`src/common/pcpm_pkg.sv`:
```
// pulse channel position monitor: shared constants, types and functions
// assumes one 20 MHz system clock and a plain word-wide register port
package pcpm_pkg;

   localparam int PCPM_MAX_CH = 4;
   localparam int PCPM_POS_W = 32;
   localparam int PCPM_ADDR_W = 5;
   localparam int PCPM_DATA_W = 32;

   // clock and strap settling
   localparam int PCPM_CLK_HZ = 20000000;
   localparam int PCPM_STRAP_SETTLE = 3;

   // register byte addresses
   localparam logic [4:0] PCPM_OFS_POS0 = 5'h00;
   localparam logic [4:0] PCPM_POS_STRIDE = 5'h04;
   localparam logic [4:0] PCPM_OFS_STAT = 5'h10;
   localparam logic [4:0] PCPM_OFS_CFG = 5'h14;

   // status register fields
   localparam int PCPM_STAT_CMPL_BIT = 0;
   localparam int PCPM_STAT_ABN_BIT = 1;
   localparam int PCPM_STAT_BUSY_LSB = 4;
   localparam int PCPM_STAT_ACT_LSB = 8;
   localparam int PCPM_STAT_LAST_LSB = 12;

   // configuration register fields
   localparam int PCPM_CFG_PRES_LSB = 0;
   localparam int PCPM_CFG_NCH_LSB = 8;

   localparam logic [31:0] PCPM_POS_RST = 32'h0000_0000;
   localparam logic [31:0] PCPM_RD_ZERO = 32'h0000_0000;

   // per-channel inputs from the pulse generator (same clock)
   typedef struct packed {
      logic fwd;
      logic rev;
      logic emitting;
      logic activated;
   } pcpm_chan_in_s;

   // end-of-instruction report from the positioning sequencer
   typedef struct packed {
      logic start;
      logic ok;
      logic abn;
      logic vspeed;
      logic [1:0] chan;
   } pcpm_end_s;

   // per-channel monitor state
   typedef struct packed {
      logic busy;
      logic active;
   } pcpm_chan_st_s;

   function automatic logic [4:0] pcpm_pos_addr(input int idx);
      pcpm_pos_addr = PCPM_OFS_POS0 + 5'(idx) * PCPM_POS_STRIDE;
   endfunction

   function automatic logic pcpm_hit(input logic [4:0] addr,
                                     input logic [4:0] ofs);
      pcpm_hit = (addr == ofs);
   endfunction

endpackage

```
`src/rtl/pcpm_top.sv`:
```
// pulse channel position monitor: top level with register port
// assumes one system clock, a same-clock pulse generator and sequencer,
// and a strap pin that reports the second output adapter
//
// Overview of operation
// - forward pulse adds one, reverse subtracts one
// - position is signed 32-bit two's complement
// - overflow past maximum wraps to minimum
// - underflow past minimum wraps to maximum
// - position is not kept across power loss
// - shared complete flag on successful pulse end
// - shared abnormal flag on unsuccessful end
// - variable-speed output never sets complete flag
// - flags renewed per instruction, sampled right after
// - busy flag high while channel emits pulses
// - active flag high while instruction is activated
// - active stays high after completion until deactivation
// - active low when nothing is activated
// - fourth channel only with two output adapters
`timescale 1ns/1ps
module pcpm_top
   import pcpm_pkg::*;
#(
   parameter int P_NUM_CH = PCPM_MAX_CH,
   parameter int P_POS_W = PCPM_POS_W
)
(
   input wire logic i_clk_sys,
   input wire logic i_resetn,
   input wire logic i_ce,
   input wire logic [PCPM_ADDR_W-1:0] i_addr,
   input wire logic [PCPM_DATA_W-1:0] i_wdata,
   input wire logic i_wr,
   input wire logic i_rd,
   output logic [PCPM_DATA_W-1:0] o_rdata,
   input wire pcpm_chan_in_s [PCPM_MAX_CH-1:0] i_chan,
   input wire pcpm_end_s i_end,
   input wire logic i_two_adapters,
   output logic o_instr_complete_flag,
   output logic o_instr_abnormal_end_flag,
   output logic [PCPM_MAX_CH-1:0] o_busy_flag,
   output logic [PCPM_MAX_CH-1:0] o_instr_active_flag,
   output logic [PCPM_MAX_CH-1:0] o_chan_present
);

   // elaboration checks
   generate
      if (P_NUM_CH < 1 || P_NUM_CH > PCPM_MAX_CH) begin : g_bad_nch
         $error("pcpm_top: channel count must be 1 to 4");
      end
      if (P_POS_W != PCPM_DATA_W) begin : g_bad_w
         $error("pcpm_top: position width must equal data width");
      end
      if (int'(PCPM_OFS_POS0) + PCPM_MAX_CH * int'(PCPM_POS_STRIDE)
          > int'(PCPM_OFS_STAT)) begin : g_bad_map
         $error("pcpm_top: position registers overlap the status word");
      end
      if (PCPM_OFS_STAT == PCPM_OFS_CFG) begin : g_bad_ofs
         $error("pcpm_top: status and config share an offset");
      end
      if (PCPM_STAT_ABN_BIT >= PCPM_STAT_BUSY_LSB ||
          PCPM_STAT_BUSY_LSB + PCPM_MAX_CH > PCPM_STAT_ACT_LSB ||
          PCPM_STAT_ACT_LSB + PCPM_MAX_CH > PCPM_STAT_LAST_LSB ||
          PCPM_STAT_LAST_LSB + 2 > PCPM_DATA_W) begin : g_bad_stat
         $error("pcpm_top: status fields overlap or overflow");
      end
      if (PCPM_CFG_PRES_LSB + PCPM_MAX_CH > PCPM_CFG_NCH_LSB ||
          PCPM_CFG_NCH_LSB + 3 > PCPM_DATA_W) begin : g_bad_cfg
         $error("pcpm_top: config fields overlap or overflow");
      end
      if (PCPM_MAX_CH > 4 || PCPM_STRAP_SETTLE + 1 > 7) begin : g_bad_cnt
         $error("pcpm_top: channel select or settle count too wide");
      end
   endgenerate

   localparam int LAST_CH = PCPM_MAX_CH - 1;
   // the sync output needs one cycle beyond its flops before it agrees
   localparam logic [2:0] SETTLE_CNT = 3'(PCPM_STRAP_SETTLE + 1);

   logic strap_level;
   logic strap_taken;
   logic fourth_ok;
   logic [2:0] settle;
   logic [PCPM_MAX_CH-1:0] present;
   logic [PCPM_MAX_CH-1:0] pos_wr;
   logic [P_POS_W-1:0] pos [PCPM_MAX_CH];
   pcpm_chan_st_s [PCPM_MAX_CH-1:0] chan_st;
   logic cmpl;
   logic abn;
   logic [1:0] last_chan;
   logic end_valid;
   logic [PCPM_DATA_W-1:0] next_rdata;
   logic [PCPM_DATA_W-1:0] stat_word;
   logic [PCPM_DATA_W-1:0] cfg_word;

   // strap for the fourth channel, caught after reset release
   pcpm_sync3 u_strap (
      .i_clk_sys(i_clk_sys),
      .i_resetn(i_resetn),
      .i_ce(i_ce),
      .i_async(i_two_adapters),
      .o_level(strap_level)
   );

   always_ff @(posedge i_clk_sys or negedge i_resetn) begin
      if (!i_resetn) begin
         settle <= 3'h0;
         strap_taken <= 1'b0;
         fourth_ok <= 1'b0;
      end else if (i_ce && !strap_taken) begin
         if (settle == SETTLE_CNT) begin
            strap_taken <= 1'b1;
            fourth_ok <= strap_level;
         end else begin
            settle <= settle + 3'h1;
         end
      end
   end

   // channel presence
   always_comb begin
      for (int i = 0; i < PCPM_MAX_CH; i++) begin
         present[i] = (i < P_NUM_CH);
      end
      present[LAST_CH] = (P_NUM_CH > LAST_CH) & fourth_ok;
   end

   // position write strobes
   always_comb begin
      for (int i = 0; i < PCPM_MAX_CH; i++) begin
         pos_wr[i] = i_wr & pcpm_hit(i_addr, pcpm_pos_addr(i));
      end
   end

   // channels
   genvar gi;
   generate
      for (gi = 0; gi < PCPM_MAX_CH; gi++) begin : g_ch
         pcpm_chan #(
            .P_POS_W(P_POS_W)
         ) u_chan (
            .i_clk_sys(i_clk_sys),
            .i_resetn(i_resetn),
            .i_ce(i_ce),
            .i_present(present[gi]),
            .i_chan(i_chan[gi]),
            .i_wr(pos_wr[gi]),
            .i_wdata(i_wdata),
            .o_pos(pos[gi]),
            .o_st(chan_st[gi])
         );
      end
   endgenerate

   // end reports count only for a present channel
   always_comb begin
      end_valid = present[i_end.chan];
   end

   // shared end flags: a new instruction clears both, its end sets at most one;
   // an end in the same cycle as a start wins over the clear
   always_ff @(posedge i_clk_sys or negedge i_resetn) begin
      if (!i_resetn) begin
         cmpl <= 1'b0;
         abn <= 1'b0;
      end else if (i_ce) begin
         if (end_valid && i_end.abn) begin
            abn <= 1'b1;
            cmpl <= 1'b0;
         end else if (end_valid && i_end.ok) begin
            cmpl <= !i_end.vspeed;
            abn <= 1'b0;
         end else if (end_valid && i_end.start) begin
            cmpl <= 1'b0;
            abn <= 1'b0;
         end
      end
   end

   // channel of the latest reported end
   always_ff @(posedge i_clk_sys or negedge i_resetn) begin
      if (!i_resetn) begin
         last_chan <= 2'h0;
      end else if (i_ce && end_valid && (i_end.ok || i_end.abn)) begin
         last_chan <= i_end.chan;
      end
   end

   // status and configuration words
   always_comb begin
      stat_word = PCPM_RD_ZERO;
      stat_word[PCPM_STAT_CMPL_BIT] = cmpl;
      stat_word[PCPM_STAT_ABN_BIT] = abn;
      stat_word[PCPM_STAT_LAST_LSB +: 2] = last_chan;
      for (int i = 0; i < PCPM_MAX_CH; i++) begin
         stat_word[PCPM_STAT_BUSY_LSB + i] = chan_st[i].busy;
         stat_word[PCPM_STAT_ACT_LSB + i] = chan_st[i].active;
      end
      cfg_word = PCPM_RD_ZERO;
      cfg_word[PCPM_CFG_PRES_LSB +: PCPM_MAX_CH] = present;
      cfg_word[PCPM_CFG_NCH_LSB +: 3] = 3'(P_NUM_CH);
   end

   // read mux, unmapped addresses read zero
   always_comb begin
      next_rdata = PCPM_RD_ZERO;
      for (int i = 0; i < PCPM_MAX_CH; i++) begin
         if (pcpm_hit(i_addr, pcpm_pos_addr(i))) begin
            next_rdata = PCPM_DATA_W'(pos[i]);
         end
      end
      if (pcpm_hit(i_addr, PCPM_OFS_STAT)) begin
         next_rdata = stat_word;
      end
      if (pcpm_hit(i_addr, PCPM_OFS_CFG)) begin
         next_rdata = cfg_word;
      end
   end

   // read data stands only in the cycle after the strobe
   always_ff @(posedge i_clk_sys or negedge i_resetn) begin
      if (!i_resetn) begin
         o_rdata <= PCPM_RD_ZERO;
      end else if (i_ce) begin
         o_rdata <= i_rd ? next_rdata : PCPM_RD_ZERO;
      end
   end

   // flag outputs
   always_comb begin
      o_instr_complete_flag = cmpl;
      o_instr_abnormal_end_flag = abn;
      o_chan_present = present;
      for (int i = 0; i < PCPM_MAX_CH; i++) begin
         o_busy_flag[i] = chan_st[i].busy;
         o_instr_active_flag[i] = chan_st[i].active;
      end
   end

endmodule

```
`src/rtl/pcpm_sync3.sv`:
```
// three-flop synchroniser for a level from a pin
// assumes the level changes far slower than the system clock
`timescale 1ns/1ps
module pcpm_sync3
   import pcpm_pkg::*;
(
   input wire logic i_clk_sys,
   input wire logic i_resetn,
   input wire logic i_ce,
   input wire logic i_async,
   output logic o_level
);

   logic meta;
   logic stage2;
   logic stage3;

   always_ff @(posedge i_clk_sys or negedge i_resetn) begin
      if (!i_resetn) begin
         meta <= 1'b0;
         stage2 <= 1'b0;
         stage3 <= 1'b0;
      end else if (i_ce) begin
         meta <= i_async;
         stage2 <= meta;
         stage3 <= stage2;
      end
   end

   // change accepted once the two settled stages agree
   always_ff @(posedge i_clk_sys or negedge i_resetn) begin
      if (!i_resetn) begin
         o_level <= 1'b0;
      end else if (i_ce && (stage2 == stage3)) begin
         o_level <= stage3;
      end
   end

endmodule

```
`src/rtl/pcpm_chan.sv`:
```
// one pulse channel: signed position counter, busy and active flags
// assumes pulse strobes and levels come from logic on the same clock
`timescale 1ns/1ps
module pcpm_chan
   import pcpm_pkg::*;
#(
   parameter int P_POS_W = PCPM_POS_W
)
(
   input wire logic i_clk_sys,
   input wire logic i_resetn,
   input wire logic i_ce,
   input wire logic i_present,
   input wire pcpm_chan_in_s i_chan,
   input wire logic i_wr,
   input wire logic [P_POS_W-1:0] i_wdata,
   output logic [P_POS_W-1:0] o_pos,
   output pcpm_chan_st_s o_st
);

   logic [P_POS_W-1:0] next_pos;
   logic [P_POS_W-1:0] base;

   // a write and a pulse in one cycle: the pulse is applied to the
   // written value so no pulse is lost
   always_comb begin
      base = i_wr ? i_wdata : o_pos;
      next_pos = base;
      if (i_chan.fwd && !i_chan.rev) begin
         next_pos = base + P_POS_W'(1);
      end else if (i_chan.rev && !i_chan.fwd) begin
         next_pos = base - P_POS_W'(1);
      end
   end

   // plain two's-complement, wraps at both ends
   always_ff @(posedge i_clk_sys or negedge i_resetn) begin
      if (!i_resetn) begin
         o_pos <= P_POS_W'(PCPM_POS_RST);
      end else if (i_ce) begin
         if (!i_present) begin
            o_pos <= P_POS_W'(PCPM_POS_RST);
         end else begin
            o_pos <= next_pos;
         end
      end
   end

   always_ff @(posedge i_clk_sys or negedge i_resetn) begin
      if (!i_resetn) begin
         o_st <= '0;
      end else if (i_ce) begin
         o_st.busy <= i_present & i_chan.emitting;
         o_st.active <= i_present & i_chan.activated;
      end
   end

endmodule

```
`config.mk`:
```
export PLATFORM = sky130hd
export DESIGN_NAME = pcpm_top
export DESIGN_NICKNAME = d
export VERILOG_FILES = /design/src/common/pcpm_pkg.sv /design/src/rtl/pcpm_top.sv /design/src/rtl/pcpm_sync3.sv /design/src/rtl/pcpm_chan.sv
export SDC_FILE = /design/constraint.sdc
export NUM_CORES = 1
export LEC_CHECK = 0
export BUFFER_PORTS_ARGS = -buffer_cell sky130_fd_sc_hd__buf_2
export CAP_MARGIN = 10
export CELL_PAD_IN_SITES_DETAIL_PLACEMENT = 1
export CELL_PAD_IN_SITES_GLOBAL_PLACEMENT = 2
export CORE_MARGIN = 1
export CORE_UTILIZATION = 39
export CTS_BUF_LIST = sky130_fd_sc_hd__clkbuf_4
export DETAILED_ROUTE_END_ITERATION = 7
export GPL_TIMING_DRIVEN = 0
export HOLD_SLACK_MARGIN = 0.06
export MAX_ROUTING_LAYER = met4
export PLACE_DENSITY = 0.88
export SETUP_SLACK_MARGIN = 0.2
export SYNTH_ARGS = -nofsm -noshare
export SYNTH_HDL_FRONTEND = slang
export SYNTH_HIERARCHICAL = 1
export SYNTH_SLANG_ARGS = --single-unit
```
`constraint.sdc`:
```
create_clock -name i_clk_sys -period 3.35 [get_ports i_clk_sys]
set_clock_uncertainty 0.2 [all_clocks]
set_input_delay 0.335 -clock i_clk_sys [delete_from_list [all_inputs] [get_ports i_clk_sys]]
set_output_delay 0.335 -clock i_clk_sys [all_outputs]
set_load 0.1 [all_outputs]
```
# == After elaboration in Yosys (flattened, before gate mapping) ==
# Index checks and enable logic that the tools add are counted.
# totals
regBits,181
latchBits,0
ramBits,0
mem_bits_ro,0
in_bits,65
output_inout_bits,46
word_cells,105
mem_count,0
# op_classes
add_sub_neg,9
mul,0
n_div,0
magnitude_cmp,1
n_eq_ne,7
shift,0
n_mux,27
bitwise,7
reduce_logical,31
# ops
cell,count
$mux W32,20
$add A32 B1 Y32 const B,4
$sub A32 B1 Y32 const B,4
$logic_and A1 B1 Y1,15
$eq A5 B4 Y1 const B,2
$eq A5 B5 Y1 const B,2
$logic_not A1 Y1,10
$and A1 B1 Y1,6
$mux W1,6
$reduce_and A2 Y1,3
$eq A5 B3 Y1 const B,1
$logic_not A5 Y1,1
$add A3 B1 Y3 const B,1
$eq A3 B3 Y1 const B,1
$lt A2 B3 Y1 const B,1
$reduce_bool A3 Y1,1
$bmux W1 S2,1
$eq A1 B1 Y1,1
$logic_or A1 B1 Y1,1
$not A1 Y1,1

# == Logic depth before layout (Yosys ltp) ==
# logic_depth
word_depth,8
mapped_depth,17
depth_no_buf,13

# == By module ==
# The synthesis kept the hierarchy.
# modules_own_cells
mod,n_inst,cells_each,area_per_inst_um2,seq_area_each_um2
pcpm_chan (g_ch[0].u_chan ...),3,411,3382.0,850.8
pcpm_chan (g_ch[3].u_chan),1,425,3427.0,850.8
pcpm_top,1,300,2857.7,1026.0
pcpm_sync3,1,10,156.4,100.1

# == Worst setup path after synthesis ==
# OpenSTA, ideal clock, no wires.
# synth_path
kind,input-to-reg
startpoint,in i_addr[1]
endpoint,reg g_ch[3].u_chan.o_pos[14]
arrival_ns,3.548
t_required_ns,3.024
slack_ns,-0.524
cell_stages,16
cell_sequence,nor3b_2 > and3_1 > buf_4 > buf_4 > buf_2 > buf_2 > clkbuf_1 > mux2i_1 > ha_1 > nand3b_1 > a21oi_1 > nand3_1 > o21ai_0 > a21bo_2 > xnor2_1 > a221o_1
# synth_via
elab_chain_cells,7
elab_cells_between_ends,8
classes_between,add/sub: 2; eq/ne: 1; mux: 4; bitwise: 1
# synth_rtl
element,line_no,source
start: declaration,pcpm_top.sv:31,"input wire logic [PCPM_ADDR_W-1:0] i_addr,"
$eq A5 B4 Y1 (*),pcpm_pkg.sv:63,pcpm_hit = (addr == ofs);
$and A1 B1 Y1 (*),pcpm_top.sv:131,"pos_wr[i] = i_wr & pcpm_hit(i_addr, pcpm_pos_addr(i));"
net pos_wr[3],pcpm_top.sv:85,logic [PCPM_MAX_CH-1:0] pos_wr;
$mux W32 (*),pcpm_chan.sv:27,base = i_wr ? i_wdata : o_pos;
$sub A32 B1 Y32,pcpm_chan.sv:32,next_pos = base - P_POS_W'(1);
$mux W32,pcpm_chan.sv:31,end else if (i_chan.rev && !i_chan.fwd) begin
$mux W32 (*),pcpm_chan.sv:29,if (i_chan.fwd && !i_chan.rev) begin
$mux W32 (*),pcpm_chan.sv:41,if (!i_present) begin
end signal: assignment,pcpm_chan.sv:39,o_pos <= P_POS_W'(PCPM_POS_RST);
end signal: assignment,pcpm_chan.sv:42,o_pos <= P_POS_W'(PCPM_POS_RST);
end signal: assignment,pcpm_chan.sv:44,o_pos <= next_pos;
end: declaration,pcpm_chan.sv:17,"output logic [P_POS_W-1:0] o_pos,"
# The timed path passes the listed nets; every way through them passes the cells marked *.
# A chain may end at the register's enable or synchronous reset.

# == Worst setup path after layout ==
# layout_path
startpoint,in i_addr[4]
endpoint,reg g_ch[3].u_chan.o_pos[29]
# The elaborated chain is that of the path after synthesis.

==> results.py <==
metrics = {
    "status": {
        "outcome": "finished, final reports clean",
    },
    "power": {
        "peakVddDrop_mv": 0.418,
        "p_int_mw": 4.86,
        "pwr-share-seq_pct": 35.3,
        "p_leak_nw": 7.56,
        "clkPwrFrac_pct": 13.7,
        "power.net_switching_mw": 5.14,
        "combPwrFrac_pct": 51.0,
        "powerDensity_nw_per_um2": 507,
        "switching_share_pct": 51.4,
    },
    "floorplan": {
        "die_width_um": 208,
        "dieArea_um2": 43400,
        "boundaryPins": 111,
        "rows": 75,
        "die_h_um": 208,
        "fp.coreArea_um2": 41900,
        "start_util_pct": 39.5,
    },
    "global_route": {
        "antenna_found_initial": 2,
        "grt_pass1_wl_um": 119000,
        "grt_overflow": 0,
        "grt_pass1_vias": 18300,
        "grt_max_degree": 109,
        "grt_usage_pct": 37.8,
    },
    "synthesis": {
        "synthCells": 1968,
        "avgSynthCellArea_um2": 8.43,
        "synth_top_area_cell": "dfrtp_1",
        "synth_seq_cells": 181,
        "yosys_warnings": 6,
        "yosys_most_used_dff": "dfrtp_1",
        "synth_top_area_share_pct": 27.3,
        "synth_area_leaders": "dfrtp_1, mux2i_1, xnor2_1, nand2_1, nor2_1",
        "syn_area_um2": 16600,
        "synth_edf_count": 0,
        "yosysSeqAreaShare_pct": 27.3,
        "synth_cell_types": 89,
        "synth-async-reset-ratio_pct": 100,
    },
    "layout": {
        "drive_gt1_share_pct": 17.9,
        "final_cell_mix": "dfrtp_1, nor2_1, nand2_1",
        "final_common_cell": "dfrtp_1",
        "fin_nets": 2276,
        "syn2layout_area_growth_pct": 18.9,
        "stdcell_count": 2755,
    },
    "placement": {
        "io_buffers": 107,
        "dpl.hpwl_um": 58000,
        "pre_cts_ws_ns": -0.870,
        "dp_cells": 2626,
        "gp_congestion": 0.964,
    },
    "detailed_routing": {
        "drc": 0,
        "drtAntennaViolNets": 0,
        "wirelength_um": 80400,
        "drt_first_pass_iters": 6,
        "vias_per_cell": 6.64,
        "drtIter0Drc": 1591,
        "wl_per_cell_um": 29.2,
        "vias": 18300,
    },
    "clocking": {
        "insertion_delay_ns": 0.79,
        "clk_pin_slew_ns": 0.17,
        "cts_made_buffers": 17,
        "clock-sinks": 181,
        "cts_tree": "yes",
        "clockRootBuffer": "clkbuf_4",
        "clockBufferDepth": 2,
        "htreeDepth": 4,
    },
    "sta": {
        "max-slew-margin-rel_pct": 44.3,
        "setup_viol": 0,
        "worst_slack_ns": 0.189,
        "finalHoldViolations": 0,
        "rsz0062_at_grt": "true",
        "slew_violations": 0,
        "finalCriticalPeriod_ns": 3.16,
        "fmax_ghz": 0.316,
        "fin_crit_sh_pct": 94.4,
        "whs_ns": 0.161,
        "worst_pin_slew_ns": 0.825,
    },
    "worst_setup_path": {
        "criticalPathCategory": "in -> reg",
        "cp.required_ns": 3.83,
        "worstSetupEndpointType": "register",
        "worstSetupStartpointType": "input pin",
        "critPathLaunch": "i_addr[4]",
        "crit_fanout": 10,
        "crit_arrival_ns": 3.64,
        "reg2reg_from": "g_ch[3].u_chan/o_pos[11]$_DFFE_PN0P_",
    },
    "flow_run": {
        "drv_cap": 0,
    },
    "min_path": {
        "min_path_type": "in -> reg",
        "hold_start": "i_chan[5]",
    },
}
## what timing repair did
item / 4_1_cts / 5_1_grt
pin swaps: 2 / 14
cloned: 0 / 0
setup buffers: 4 / 21
hold buffers: 70 / 0
gates resized for setup: 12 / 64
hold endpoints to repair: 285 / 0
endpoints found under the setup margin: 22 / 66
## power by group through the flow
stage          Sequential (mW)  Clock, mW  Combinational [mW]
2_1_floorplan             3.25          0                3.19
3_3_place_gp              3.49          0                4.44
3_5_place_dp              3.51          0                4.59
4_1_cts                   3.47       1.41                4.77
5_1_grt                   3.54       1.46                5.44
6_report                  3.53       1.37                5.10
## synthesized netlist by cell type, types with 18 or more instances
master	n
a31oi_1	22
inv_1	87
nand3b_1	23
xnor2_1	66
a21oi_1	94
o2bb2ai_1	50
or4_1	18
nand4_1	38
nand2b_1	21
clkbuf_1	55
nor2b_1	26
mux2i_1	116
nor3_1	81
mux2_1	22
nand3_1	86
xor2_1	50
o31ai_1	18
nor3b_1	24
nor2_1	145
a211oi_1	24
nand2_1	146
o21ai_0	73
mux2_2	36
o22ai_1	32
nor4b_1	19
dfrtp_1	181
nor4_1	32
buf_2	21
o32ai_1	31
o221ai_1	19
## stage by stage
step                      TNS [ns]  power [mW]  utilization, %  area [µm²]
after detailed placement    -53.91        8.10            43.2       18100
after global placement     -329.88        7.93            43.2       18100
final                            0        10.0            47.0       19700
after global routing             0        10.4            47.0       19700
after floorplan                  0        6.44               -       16900
after CTS                        0        9.65            45.9       19200
## critical path, stage by stage
cell and delay (ns):
buf_2 0.19, and2b_2 0.25, and3_4 0.18, buf_4 0.16, buf_6 0.15, buf_4 0.19
clkbuf_4 0.24, a21oi_1 0.52, nand4_2 0.34, nor3_4 0.32, a22oi_2 0.17, or3_1 0.35
a41o_1 0.24
## area by class of cell
class	instances	area, µm²
multi-input combinational	1595	11600
inverter	87	327
sequential	181	4530
tap	539	674
timing repair buffer	203	1480
antenna	2	5.00
clock inverter	13	125
clock buffer	19	143
fill	4974	22200
buffer	116	786
## registers in the layout (all words and copies together), names as in the netlist
register and count:
g_ch.u_chan/o_st 8, o_instr_abnormal_end_flag 1, u_strap/stage3 1, strap_taken 1, u_strap/o_level 1, o_rdata 32
u_strap/meta 1, last_chan 2, g_ch.u_chan/o_pos 128, settle 3, fourth_ok 1, o_instr_complete_flag 1
u_strap/stage2 1
## kinds of logic (layout without fill, tap and decap cells)
family                     Yosys count  count (layout)  share of synthesized area [%]
AOI/OAI and AO/OA                  515             515                           22.7
buffers and inverters              203             438                           6.06
muxes                              183             183                           11.8
other                                1              14                         0.0226
xor gates and xnor gates           116             116                           6.13
and+or+nand+nor                    759             759                           25.2
DFF                                181             181                           27.3
adders and majority gates           10              10                          0.754
## path summary, 6_finish.rpt
| kind | endpoint | slack (ns) | cells past startpoint |
|---|---|---|---|
| max in group asynchronous | g_ch[3].u_chan/o_pos[11]$_DFFE_PN0P_ | 1.82 | 4 |
| max reg2reg | g_ch[3].u_chan/o_pos[29]$_DFFE_PN0P_ | 0.28 | 7 |
| min in group asynchronous | g_ch[0].u_chan/o_pos[19]$_DFFE_PN0P_ | 0.48 | 4 |
| max | g_ch[3].u_chan/o_pos[29]$_DFFE_PN0P_ | 0.19 | 13 |
| min reg2reg | strap_taken$_DFFE_PN0P_ | 0.30 | 1 |
| min | g_ch[1].u_chan/o_st[1]$_DFFE_PN0P_ | 0.16 | 4 |
## layer usage
| layer | up-vias | track usage (%) | part of all wire, % |
|---|---|---|---|
| met5 | - | - | 0 |
| met3 | 176 | 5.49 | 7.7 |
| met1 | 9241 | 49.6 | 43 |
| li1 | 7961 | - | - |
| met4 | 0 | 18.9 | 4.6 |
| met2 | 908 | 56.6 | 45 |
(Power assumes the default switching activity.)
